### src/rtl/hcsa_pkg.sv
// Purpose: constants and types shared by the host card sector access block.
// Assumes: byte offsets as seen on the host bus; word mode maps word address n to byte 2n.
// Notes: control and status bit positions are fixed here and nowhere else.
// Operation
// - after reset with default selects, configuration data comes from the card.
// - force-address bit makes the register image address replace the address pins.
// - force-mode bit makes the register mode copy replace the mode pin.
// - chip reset also resets the scan controller, same as the software reset bit.
// - mode 1, source 0, reset 0 configures from the card whatever start holds.
// - mode 0, source 0, start 1, reset 0 configures from the card.
// - mode 1, source 1, reset 0 takes configuration data from the host.
// - mode 1, start 0, reset 0 still picks card or host by source; the test scan port is never selected.
// - sector address is four bytes at 10h..13h; only low nibble of top used.
// - count at 14h, then command 03h at 15h starts the card read.
// - host sets lock request, polls host-lock-granted status bit 1 at 04h.
// - config-lock status bit 0 shows the scan controller owns the card.
// - reset bit with force-lock bit drops the scan controller's lock.
// - card-ready-for-command is bit 0 of status byte 05h.
// - data buffer is a 16-word FIFO aliased over 40h..7Fh.
// - byte mode pops on odd-offset reads; word mode pops on every read.
// - buffer ready when FIFO full during a sector read; host then reads 32 bytes.
// - buffer readiness shows on status bit 5 and on a dedicated pin.
// - buffer port is read-only when direction bit is 0, write-only when 1.
// - byte-mode reads hold the port word until its high byte is read.
package hcsa_pkg;
    // register byte offsets
    localparam logic [6:0] OFS_STATUS = 7'h04;
    localparam logic [6:0] OFS_LBA_LO = 7'h10;
    localparam logic [6:0] OFS_LBA_HI = 7'h12;
    localparam logic [6:0] OFS_SECCMD = 7'h14;
    localparam logic [6:0] OFS_CTRL = 7'h18;
    localparam logic [6:0] OFS_BUF_BASE = 7'h40;
    // control word fields
    localparam int CTRL_FORCE_LOCK = 0;
    localparam int CTRL_LOCK_REQ = 1;
    localparam int CTRL_FORCE_ADDR = 2;
    localparam int CTRL_FORCE_MODE = 3;
    localparam int CTRL_MODE = 4;
    localparam int CTRL_START = 5;
    localparam int CTRL_SOURCE = 6;
    localparam int CTRL_CFG_RESET = 7;
    localparam int CTRL_ADDR_LSB = 8;
    localparam logic [15:0] CTRL_RESET_VAL = 16'h0000;
    // status word fields
    localparam int STAT_CFG_LOCK = 0;
    localparam int STAT_HOST_LOCK = 1;
    localparam int STAT_BUF_READY = 5;
    localparam int STAT_BUF_DIR = 6;
    localparam int STAT_CARD_READY = 8;
    // commands and counts
    localparam logic [7:0] CMD_READ_SECTOR = 8'h03;
    localparam logic [16:0] WORDS_256_SECTORS = 17'h10000;
    localparam logic [4:0] BURST_WORDS = 5'h10;
    localparam int FIFO_WIDTH = 16;
    localparam int FIFO_DEPTH = 16;

    typedef enum logic [1:0] {
        SRC_NONE = 2'b00,
        SRC_CARD = 2'b01,
        SRC_HOST = 2'b10,
        SRC_TEST = 2'b11
    } hcsa_src_e;

    typedef enum logic [1:0] {
        OWN_NONE = 2'b00,
        OWN_HOST = 2'b01,
        OWN_CFG = 2'b10
    } hcsa_own_e;
endpackage : hcsa_pkg

### src/rtl/hcsa_top.sv
// Purpose: host port, card lock, sector read and configuration source select.
// Assumes: host strobes are synchronous to CLK; one access per strobe low period.
// Notes: only the read-sector path is built; the buffer direction is always read.
`timescale 1ns/1ps

module hcsa_fifo #(
    parameter int W = 16,
    parameter int D = 16
) (
    input wire logic clk,
    input wire logic rst,
    // filling side
    input wire logic in_valid,
    output logic in_ready,
    input wire logic [W-1:0] in_data,
    // draining side
    output logic out_valid,
    input wire logic out_ready,
    output logic [W-1:0] out_data,
    // levels
    output logic full,
    output logic empty
);
    localparam int AW = $clog2(D);
    typedef struct packed {
        logic [D-1:0][W-1:0] mem;
        logic [AW-1:0] wp;
        logic [AW-1:0] rp;
        logic [AW:0] cnt;
    } hcsa_fifo_s;
    hcsa_fifo_s s_q, s_d;
    logic push, pop;

    // handshakes; depth must be a power of two so pointers wrap freely
    assign full = (s_q.cnt == (AW+1)'(D));
    assign empty = (s_q.cnt == '0);
    assign in_ready = !full;
    assign out_valid = !empty;
    assign out_data = s_q.mem[s_q.rp];
    assign push = in_valid && !full;
    assign pop = out_ready && !empty;

    // next state
    always_comb begin
        s_d = s_q;
        if (push) begin
            s_d.mem[s_q.wp] = in_data;
            s_d.wp = s_q.wp + 1'b1;
        end
        if (pop) begin
            s_d.rp = s_q.rp + 1'b1;
        end
        s_d.cnt = s_q.cnt + (AW+1)'(push) - (AW+1)'(pop);
    end

    always_ff @(posedge clk or posedge rst) begin
        if (rst) begin
            s_q <= '0;
        end else begin
            s_q <= s_d;
        end
    end
endmodule : hcsa_fifo

module hcsa_top
    import hcsa_pkg::*;
(
    // clock and reset
    input wire logic CLK,
    input wire logic RST,
    // host bus
    input wire logic [6:0] HOST_ADDR,
    input wire logic [15:0] HOST_DATA_I,
    output logic [15:0] HOST_DATA_O,
    output logic HOST_DATA_OE,
    input wire logic HOST_CS_N,
    input wire logic HOST_RD_N,
    input wire logic HOST_WR_N,
    input wire logic HOST_BYTE_MODE,
    output logic BUFFER_READY_PIN,
    // configuration selects
    input wire logic CONFIG_MODE_PIN,
    input wire logic [2:0] CONFIG_ADDR_PINS,
    output logic [1:0] CONFIG_SOURCE,
    output logic [2:0] CONFIG_IMAGE_ADDRESS,
    output logic CONFIG_START,
    output logic CONFIG_CTRL_RESET,
    // configuration scan controller lock
    input wire logic CFG_LOCK_REQUEST,
    output logic CFG_LOCK_GRANT,
    // card side
    input wire logic CARD_READY_FOR_COMMAND,
    output logic CARD_CMD_VALID,
    output logic [27:0] CARD_SECTOR_ADDR,
    output logic [7:0] CARD_SECTOR_COUNT,
    input wire logic [15:0] CARD_DATA,
    input wire logic CARD_DATA_VALID,
    output logic CARD_DATA_READY
);
    typedef struct packed {
        logic [31:0] sector_address;
        logic [7:0] count;
        logic [15:0] ctrl;
        hcsa_own_e own;
        logic active;
        logic rdy;
        logic [16:0] remain;
        logic [4:0] burst;
        logic cmd;
        logic rd_prev;
        logic wr_prev;
        logic [15:0] rdata;
        hcsa_src_e src;
        logic [2:0] img_addr;
    } hcsa_top_s;
    hcsa_top_s s_q, s_d;

    logic rd, wr, rd_first, wr_first, is_buf, pop;
    logic [6:0] baddr, waddr;
    logic [1:0] be;
    logic [15:0] wdat, status, rv;
    logic fifo_valid, fifo_full, fifo_empty;
    logic [15:0] fifo_data;
    logic mode, buf_dir;

    // access decode; word mode addresses are word indices, scaled to bytes
    assign rd = !HOST_CS_N && !HOST_RD_N;
    assign wr = !HOST_CS_N && !HOST_WR_N;
    assign rd_first = rd && !s_q.rd_prev;
    assign wr_first = wr && !s_q.wr_prev;
    assign baddr = HOST_BYTE_MODE ? HOST_ADDR : {HOST_ADDR[5:0], 1'b0};
    assign waddr = {baddr[6:1], 1'b0};
    assign is_buf = baddr[6];
    assign be = HOST_BYTE_MODE ? (baddr[0] ? 2'b10 : 2'b01) : 2'b11;
    assign wdat = HOST_BYTE_MODE ? {HOST_DATA_I[7:0], HOST_DATA_I[7:0]} : HOST_DATA_I;
    assign buf_dir = 1'b0;

    // pop on odd byte or any word read; never while the port is write-only
    assign pop = rd_first && is_buf && !buf_dir && fifo_valid
        && (!HOST_BYTE_MODE || baddr[0]);

    // status word assembly
    always_comb begin
        status = '0;
        status[STAT_CFG_LOCK] = (s_q.own == OWN_CFG);
        status[STAT_HOST_LOCK] = (s_q.own == OWN_HOST);
        status[STAT_BUF_READY] = s_q.rdy;
        status[STAT_BUF_DIR] = buf_dir;
        status[STAT_CARD_READY] = CARD_READY_FOR_COMMAND;
    end

    // read mux; unmapped offsets read zero, buffer shows the held head word
    always_comb begin
        rv = '0;
        if (is_buf) begin
            rv = buf_dir ? 16'h0000 : fifo_data;
        end else begin
            case (waddr)
                OFS_STATUS: rv = status;
                OFS_LBA_LO: rv = s_q.sector_address[15:0];
                OFS_LBA_HI: rv = s_q.sector_address[31:16];
                OFS_SECCMD: rv = {8'h00, s_q.count};
                OFS_CTRL: rv = s_q.ctrl;
                default: rv = '0;
            endcase
        end
    end

    assign mode = s_q.ctrl[CTRL_FORCE_MODE] ? s_q.ctrl[CTRL_MODE] : CONFIG_MODE_PIN;

    // next state
    always_comb begin
        s_d = s_q;
        s_d.rd_prev = rd;
        s_d.wr_prev = wr;
        s_d.cmd = 1'b0;
        if (rd_first) begin
            s_d.rdata = HOST_BYTE_MODE ? {8'h00, (baddr[0] ? rv[15:8] : rv[7:0])} : rv;
        end
        // register writes by byte lane
        if (wr_first && !is_buf) begin
            case (waddr)
                OFS_LBA_LO: begin
                    if (be[0]) s_d.sector_address[7:0] = wdat[7:0];
                    if (be[1]) s_d.sector_address[15:8] = wdat[15:8];
                end
                OFS_LBA_HI: begin
                    if (be[0]) s_d.sector_address[23:16] = wdat[7:0];
                    if (be[1]) s_d.sector_address[31:24] = wdat[15:8];
                end
                OFS_SECCMD: begin
                    if (be[0]) s_d.count = wdat[7:0];
                    // card access only for the lock holder, and one command at a time
                    if (be[1] && wdat[15:8] == CMD_READ_SECTOR && s_q.own == OWN_HOST
                        && !s_q.active) begin
                        s_d.cmd = 1'b1;
                        s_d.active = 1'b1;
                        s_d.burst = '0;
                        s_d.remain = (be[0] ? wdat[7:0] : s_q.count) == 8'h00
                            ? WORDS_256_SECTORS
                            : {1'b0, (be[0] ? wdat[7:0] : s_q.count), 8'h00};
                    end
                end
                OFS_CTRL: begin
                    if (be[0]) s_d.ctrl[7:0] = wdat[7:0];
                    if (be[1]) s_d.ctrl[15:8] = wdat[15:8];
                end
                default: ;
            endcase
        end
        // buffer pops count down the transfer
        if (pop && s_q.active) begin
            s_d.remain = s_q.remain - 17'h00001;
            s_d.burst = s_q.burst + 5'h01;
            if (s_q.remain == 17'h00001) begin
                s_d.active = 1'b0;
            end
        end
        // ready latches on a full buffer and drops after one whole burst
        if (!s_d.active) begin
            s_d.rdy = 1'b0;
        end else if (s_q.rdy && s_d.burst == BURST_WORDS) begin
            s_d.rdy = 1'b0;
        end else if (!s_q.rdy && fifo_full) begin
            s_d.rdy = 1'b1;
            s_d.burst = '0;
        end
        // lock arbitration; host wins a tie, forcing with the reset bit frees the scan controller
        case (s_q.own)
            OWN_NONE: begin
                if (s_q.ctrl[CTRL_LOCK_REQ]) begin
                    s_d.own = OWN_HOST;
                end else if (CFG_LOCK_REQUEST && !s_q.ctrl[CTRL_FORCE_LOCK]) begin
                    s_d.own = OWN_CFG;
                end
            end
            OWN_HOST: begin
                if (!s_q.ctrl[CTRL_LOCK_REQ]) begin
                    s_d.own = OWN_NONE;
                end
            end
            OWN_CFG: begin
                if (!CFG_LOCK_REQUEST
                    || (s_q.ctrl[CTRL_FORCE_LOCK] && s_q.ctrl[CTRL_CFG_RESET])) begin
                    s_d.own = OWN_NONE;
                end
            end
            default: s_d.own = OWN_NONE;
        endcase
        // configuration source from mode, source select, start and reset
        if (s_q.ctrl[CTRL_CFG_RESET]) begin
            s_d.src = SRC_NONE;
        end else if (mode && !s_q.ctrl[CTRL_SOURCE]) begin
            s_d.src = SRC_CARD;
        end else if (mode && s_q.ctrl[CTRL_SOURCE]) begin
            s_d.src = SRC_HOST;
        end else if (!s_q.ctrl[CTRL_SOURCE] && s_q.ctrl[CTRL_START]) begin
            s_d.src = SRC_CARD;
        end else if (mode && !s_q.ctrl[CTRL_START]) begin
            s_d.src = SRC_TEST;
        end else begin
            s_d.src = SRC_NONE;
        end
        s_d.img_addr = s_q.ctrl[CTRL_FORCE_ADDR]
            ? s_q.ctrl[CTRL_ADDR_LSB +: 3] : CONFIG_ADDR_PINS;
    end

    always_ff @(posedge CLK or posedge RST) begin
        if (RST) begin
            s_q <= '0;
            s_q.ctrl <= CTRL_RESET_VAL;
            s_q.own <= OWN_NONE;
            s_q.src <= SRC_CARD;
        end else begin
            s_q <= s_d;
        end
    end

    // buffer between card and host; a full buffer stalls the card
    hcsa_fifo #(
        .W(FIFO_WIDTH),
        .D(FIFO_DEPTH)
    ) u_fifo (
        .clk(CLK),
        .rst(RST),
        .in_valid(CARD_DATA_VALID && s_q.active),
        .in_ready(CARD_DATA_READY),
        .in_data(CARD_DATA),
        .out_valid(fifo_valid),
        .out_ready(pop),
        .out_data(fifo_data),
        .full(fifo_full),
        .empty(fifo_empty)
    );

    // outputs
    assign HOST_DATA_O = s_q.rdata;
    assign HOST_DATA_OE = rd && s_q.rd_prev;
    assign BUFFER_READY_PIN = s_q.rdy;
    assign CONFIG_SOURCE = s_q.src;
    assign CONFIG_IMAGE_ADDRESS = s_q.img_addr;
    assign CONFIG_START = s_q.ctrl[CTRL_START];
    assign CONFIG_CTRL_RESET = RST || s_q.ctrl[CTRL_CFG_RESET];
    assign CFG_LOCK_GRANT = (s_q.own == OWN_CFG);
    assign CARD_CMD_VALID = s_q.cmd;
    assign CARD_SECTOR_ADDR = s_q.sector_address[27:0];
    assign CARD_SECTOR_COUNT = s_q.count;
endmodule : hcsa_top

### config.mk
export PLATFORM = sky130hd
export DESIGN_NAME = hcsa_top
export DESIGN_NICKNAME = d
export VERILOG_FILES = /design/src/rtl/hcsa_pkg.sv /design/src/rtl/hcsa_top.sv
export SDC_FILE = /design/constraint.sdc
export NUM_CORES = 1
export LEC_CHECK = 0
export ABC_AREA = 1
export BUFFER_PORTS_ARGS = -buffer_cell sky130_fd_sc_hd__buf_2
export CAP_MARGIN = 20
export CORE_ASPECT_RATIO = 1.25
export CORE_UTILIZATION = 55
export CTS_CLUSTER_SIZE = 25
export DETAILED_ROUTE_END_ITERATION = 6
export GPL_TIMING_DRIVEN = 0
export PLACE_DENSITY = 0.8
export RECOVER_POWER = 100
export SKIP_LAST_GASP = 1
export SYNTH_ARGS = -nofsm -noshare
export SYNTH_HDL_FRONTEND = slang
export SYNTH_HIERARCHICAL = 1
export SYNTH_SLANG_ARGS = --single-unit
export TNS_END_PERCENT = 50
### constraint.sdc
create_clock -name CLK -period 10.7 [get_ports CLK]
set_input_delay 2.14 -clock CLK [delete_from_list [all_inputs] [get_ports CLK]]
set_output_delay 2.14 -clock CLK [all_outputs]
set_load 0.01 [all_outputs]
# Word level (Yosys, flattened, before mapping)
# Cells that the tools add are included.
[op_classes]
addsub = 6
n_lt_le_gt_ge = 3
eq_ne = 15
muxes = 42
n_reduce_logical = 58
[op_table]
columns = ["operator", "n"]
rows = [
  ["$bwmux 256", 1],
  ["$mux 16", 5],
  ["$pmux 16 s5", 1],
  ["$mux 23", 3],
  ["$bmux 16 s4", 1],
  ["$demux 16 s4", 1],
  ["$logic_and 1x1->1", 25],
  ["$eq 6x4->1 const B", 4],
  ["$reduce_and 3->1", 8],
  ["$mux 2", 11],
  ["$mux 22", 1],
  ["$eq 17x1->1 const B", 1],
  ["$mux 17", 1],
  ["$sub 17x1->17 const B", 1],
  ["$mux 8", 2],
  ["$logic_not 1->1", 15],
  ["$mux 5", 3],
  ["$eq 5x5->1 const B", 2],
  ["$lt 4x5->1 const B", 2],
  ["$mux 1", 9],
  ["$add 4x1->4 const B", 2],
  ["$eq 8x2->1 const B", 1],
  ["$logic_not 8->1", 1],
  ["$mux 7", 1],
  ["18 further kinds", 22],
]
[totals]
reg_bits = 375
out_inout_bits = 64

# Logic depth before layout (Yosys ltp)
[logic_depth]
depth_word = 14
ltp_mapped = 19
ltp_nobuf = 19

# Modules after synthesis
# Netlist, hierarchy kept.
[by_module_without_submodules]
columns = ["mod", "instances", "cells_each", "area_each_um2", "seq_area_each_um2"]
rows = [
  ["hcsa_fifo", 1, 1718, 13152.6, 6731.5],
  ["hcsa_top", 1, 763, 5924.4, 2653.8],
]

# Least setup slack after synthesis
# Ideal clock, no wire load.
[synth_timing]
path_type = "input to output"
startpoint = "input RST"
endpoint = "output CONFIG_CTRL_RESET"
t_arrival_ns = 4.714
setup_slack_ns = 3.846
cell_stages = 2
n_path_buf = 0
cell_sequence = "inv_1 > nand2_1"
[synth_via]
elab_chain_len = 1
[synth_lines]
columns = ["item", "line", "source"]
rows = [
  ["start, declared", "hcsa_top.sv:70", "input wire logic RST,"],
  ["$logic_or 1x1->1", "hcsa_top.sv:303", "assign CONFIG_CTRL_RESET = RST || s_q.ctrl[CTRL_CFG_RESET];"],
  ["end, declared", "hcsa_top.sv:87", "output logic CONFIG_CTRL_RESET,"],
]
# Every way passes these cells.

==> results.json <==
{
  "chipWidth_um": 169,
  "drive_gt1_share_pct": 9.64,
  "clock-root-buffer": "sky130_fd_sc_hd__clkbuf_16",
  "grt_pass1_wl_mm": 91.1,
  "worst_slew_margin_relative_to_its_limit_pct": -157,
  "syn_inst": 2480,
  "leakagePower_nw": 10.7,
  "syn-num-nets": 2547,
  "total_drc_errors_in_the_routed_layout": 0,
  "ant_nets": 0,
  "io_buffers": 115,
  "final_hold_fails": 0,
  "peak_ir_drop_on_the_vdd_network_v": 0.000167,
  "clock_sinks": 375,
  "post_drt_wl_per_cell_um": 18.7,
  "design_power_total_mw": 5.87,
  "timing.critical_path.required_ns": 10.45,
  "antenna_found_initial": 1,
  "n_fill_cell": 3039,
  "design.core.area_sq_um": 33900,
  "pin_count": 116,
  "cts_hold_buf": 0,
  "final.setup_skew_ns": 0.0140,
  "routed-via-count": 17495,
  "area.sequential_sq_um": 9390,
  "ctsHtreeMaxLevel": 2,
  "worst-slew-pin-transition_ns": 3.86,
  "floorplan.rows": 75,
  "seqPwrFrac_pct": 38.8,
  "cap_violations": 2,
  "fraction_of_power_spent_switching_nets_pct": 40.7,
  "cts_resized": 0,
  "gr-usage-all-layers_pct": 33.7,
  "post_layout_nonfiller_instances": 3131,
  "dpl.cell_count": 3060,
  "clock_tree.buffer_depth": 3,
  "p_comb_share_pct": 38.3,
  "post_synth_instance_area_sq_um": 19100,
  "post_route_fraction_of_the_period_consumed_by_the_critical_path_pct": 58.2,
  "critPathLaunchType": "input pin",
  "intPower_mw": 3.48,
  "initial_core_utilization_pct": 56.3,
  "tritoncts_clock_tree": "yes",
  "largest_net_degree_at_the_start_of_global_routing": 135,
  "worstSetupEndpointType": "asynchronous set/reset pin",
  "util_after_layout_pct": 62.5,
  "critical_path_peak_fanout": 71,
  "layout_setup_ws_ns": 4.47,
  "p_sw_mw": 2.39,
  "multi_input_comb_area_sq_um": 7470,
  "die_area_sq_um": 35400,
  "pre_cts_slack_ns": 5.60,
  "globalRouteOverflowTotal": 0,
  "timing.hold.worst.class": "reg2reg",
  "final_period_minus_worst_setup_slack_ns": 6.23,
  "first_pass_iters": 6,
  "synth.avg_cell_area_sq_um": 7.69,
  "hpwl_mm": 42.2,
  "max_freq_mhz": 160,
  "grt_pass1_vias": 16939,
  "gp_congestion": 0.980,
  "timing_worst_setup_path_type": "in2async",
  "clock_power_share_pct": 22.9,
  "detail_route.vias_per_cell": 5.59,
  "rsz0062_at_grt": "no",
  "finalSetupViolCount": 0,
  "design.final.nets": 2706,
  "finalSetupTns_ns": 0,
  "cts-buffers-inserted": 39,
  "failing_checks": "capacitance limit, slew limit",
  "clk_pin_slew_ns": 0.06,
  "post_cts_buffers": 0,
  "power_per_cell_area_nw_per_um2": 277,
  "synthesis.yosys.warnings": 6,
  "insertion_delay_ns": 0.54,
  "crit_arrival_ns": 5.98,
  "flow.area_growth_from_synthesis_pct": 11.0,
  "run_status": "finished, violations left",
  "dr.first_iter.drc_count": 2099,
  "final-max-slew-violation-count": 110,
  "totalWireLength_mm": 58.6,
  "die_y_um": 210
}
## flip-flops by register name, indices dropped and copies added, names as in the netlist
name,cells
CONFIG_SOURCE,2
HOST_DATA_O,16
CARD_SECTOR_COUNT,8
s_q,46
CONFIG_IMAGE_ADDRESS,3
CONFIG_START,1
u_fifo/s_q,269
CARD_CMD_VALID,1
BUFFER_READY_PIN,1
CARD_SECTOR_ADDR,28
## critical path, cell delays in order
cell and delay [ns]:
sky130_fd_sc_hd__clkbuf_1 0.10, sky130_fd_sc_hd__clkinvlp_2 0.89, sky130_fd_sc_hd__clkbuf_1 2.76
## path summary, 6_finish.rpt
check	start	endpoint	slack, ns	cells after the start
min reg2reg	s_q[49]$_DFFE_PP0P_	s_q[48]$_DFFE_PP0P_	0.47	1
max reg2reg	u_fifo/s_q[3]$_DFF_PP0_	u_fifo/s_q[4]$_DFF_PP0_	7.23	14
max in group CLK	RST	CONFIG_CTRL_RESET	4.48	4
min	s_q[49]$_DFFE_PP0P_	s_q[48]$_DFFE_PP0P_	0.47	1
min in group asynchronous	RST	u_fifo/s_q[84]$_DFFE_PP0P_	1.67	2
max	RST	CARD_SECTOR_ADDR[9]$_DFFE_PP0P_	4.47	3
## power groups by stage
stage / combinational, mW / sequential [mW] / clock, mW
final: 2.25 / 2.28 / 1.34
after global placement: 2.17 / 2.26 / 0
after CTS: 2.25 / 2.27 / 1.36
after floorplan: 1.57 / 2.21 / 0
after global routing: 2.50 / 2.34 / 1.41
after detailed placement: 2.24 / 2.28 / 0
## placed cells by master (no fill, tap or decap), types with 6 or more instances in the layout
master,count
sky130_fd_sc_hd__nand2_1,896
sky130_fd_sc_hd__dfrtp_1,374
sky130_fd_sc_hd__o21ai_0,339
sky130_fd_sc_hd__inv_1,223
sky130_fd_sc_hd__nor2_1,168
sky130_fd_sc_hd__nand3_1,143
sky130_fd_sc_hd__clkbuf_1,142
sky130_fd_sc_hd__buf_2,99
sky130_fd_sc_hd__buf_4,56
sky130_fd_sc_hd__clkbuf_16,41
sky130_fd_sc_hd__a21oi_1,17
sky130_fd_sc_hd__ha_1,14
sky130_fd_sc_hd__nand4_1,13
sky130_fd_sc_hd__xor2_1,12
sky130_fd_sc_hd__o22ai_1,12
sky130_fd_sc_hd__clkbuf_8,12
sky130_fd_sc_hd__o21a_1,8
sky130_fd_sc_hd__nand2_2,7
sky130_fd_sc_hd__a22o_1,7
sky130_fd_sc_hd__nor3_1,7
sky130_fd_sc_hd__o21ai_1,7
sky130_fd_sc_hd__clkbuf_4,7
sky130_fd_sc_hd__clkinv_2,6
## per-stage QoR
stage          area, sq um  hold WS [ns]
2_1_floorplan        19100         0.424
3_3_place_gp         20200         0.434
3_5_place_dp         20300         0.449
4_1_cts              21600         0.455
5_1_grt              21200         0.486
6_report             21200         0.465
## area by class of cell
cell class	count	area share, %
sequential	375	44.3
timing repair buffer	118	2.64
inverter	229	4.07
clock buffer	60	5.75
tap	462	2.73
buffer	191	4.99
clock inverter	8	0.213
antenna	3	0.0355
multi-input combinational	1685	35.3
## routing by layer
layer | GRT usage (%) | part of all wire, % | routed length, um
met5 | 0 | 0 | 0
met3 | 5.93 | 8.3 | 4900
met2 | 56.1 | 48 | 27900
met4 | 20.0 | 6.2 | 3640
met1 | 41.2 | 38 | 22200
Power figures use the tool's default switching activity.
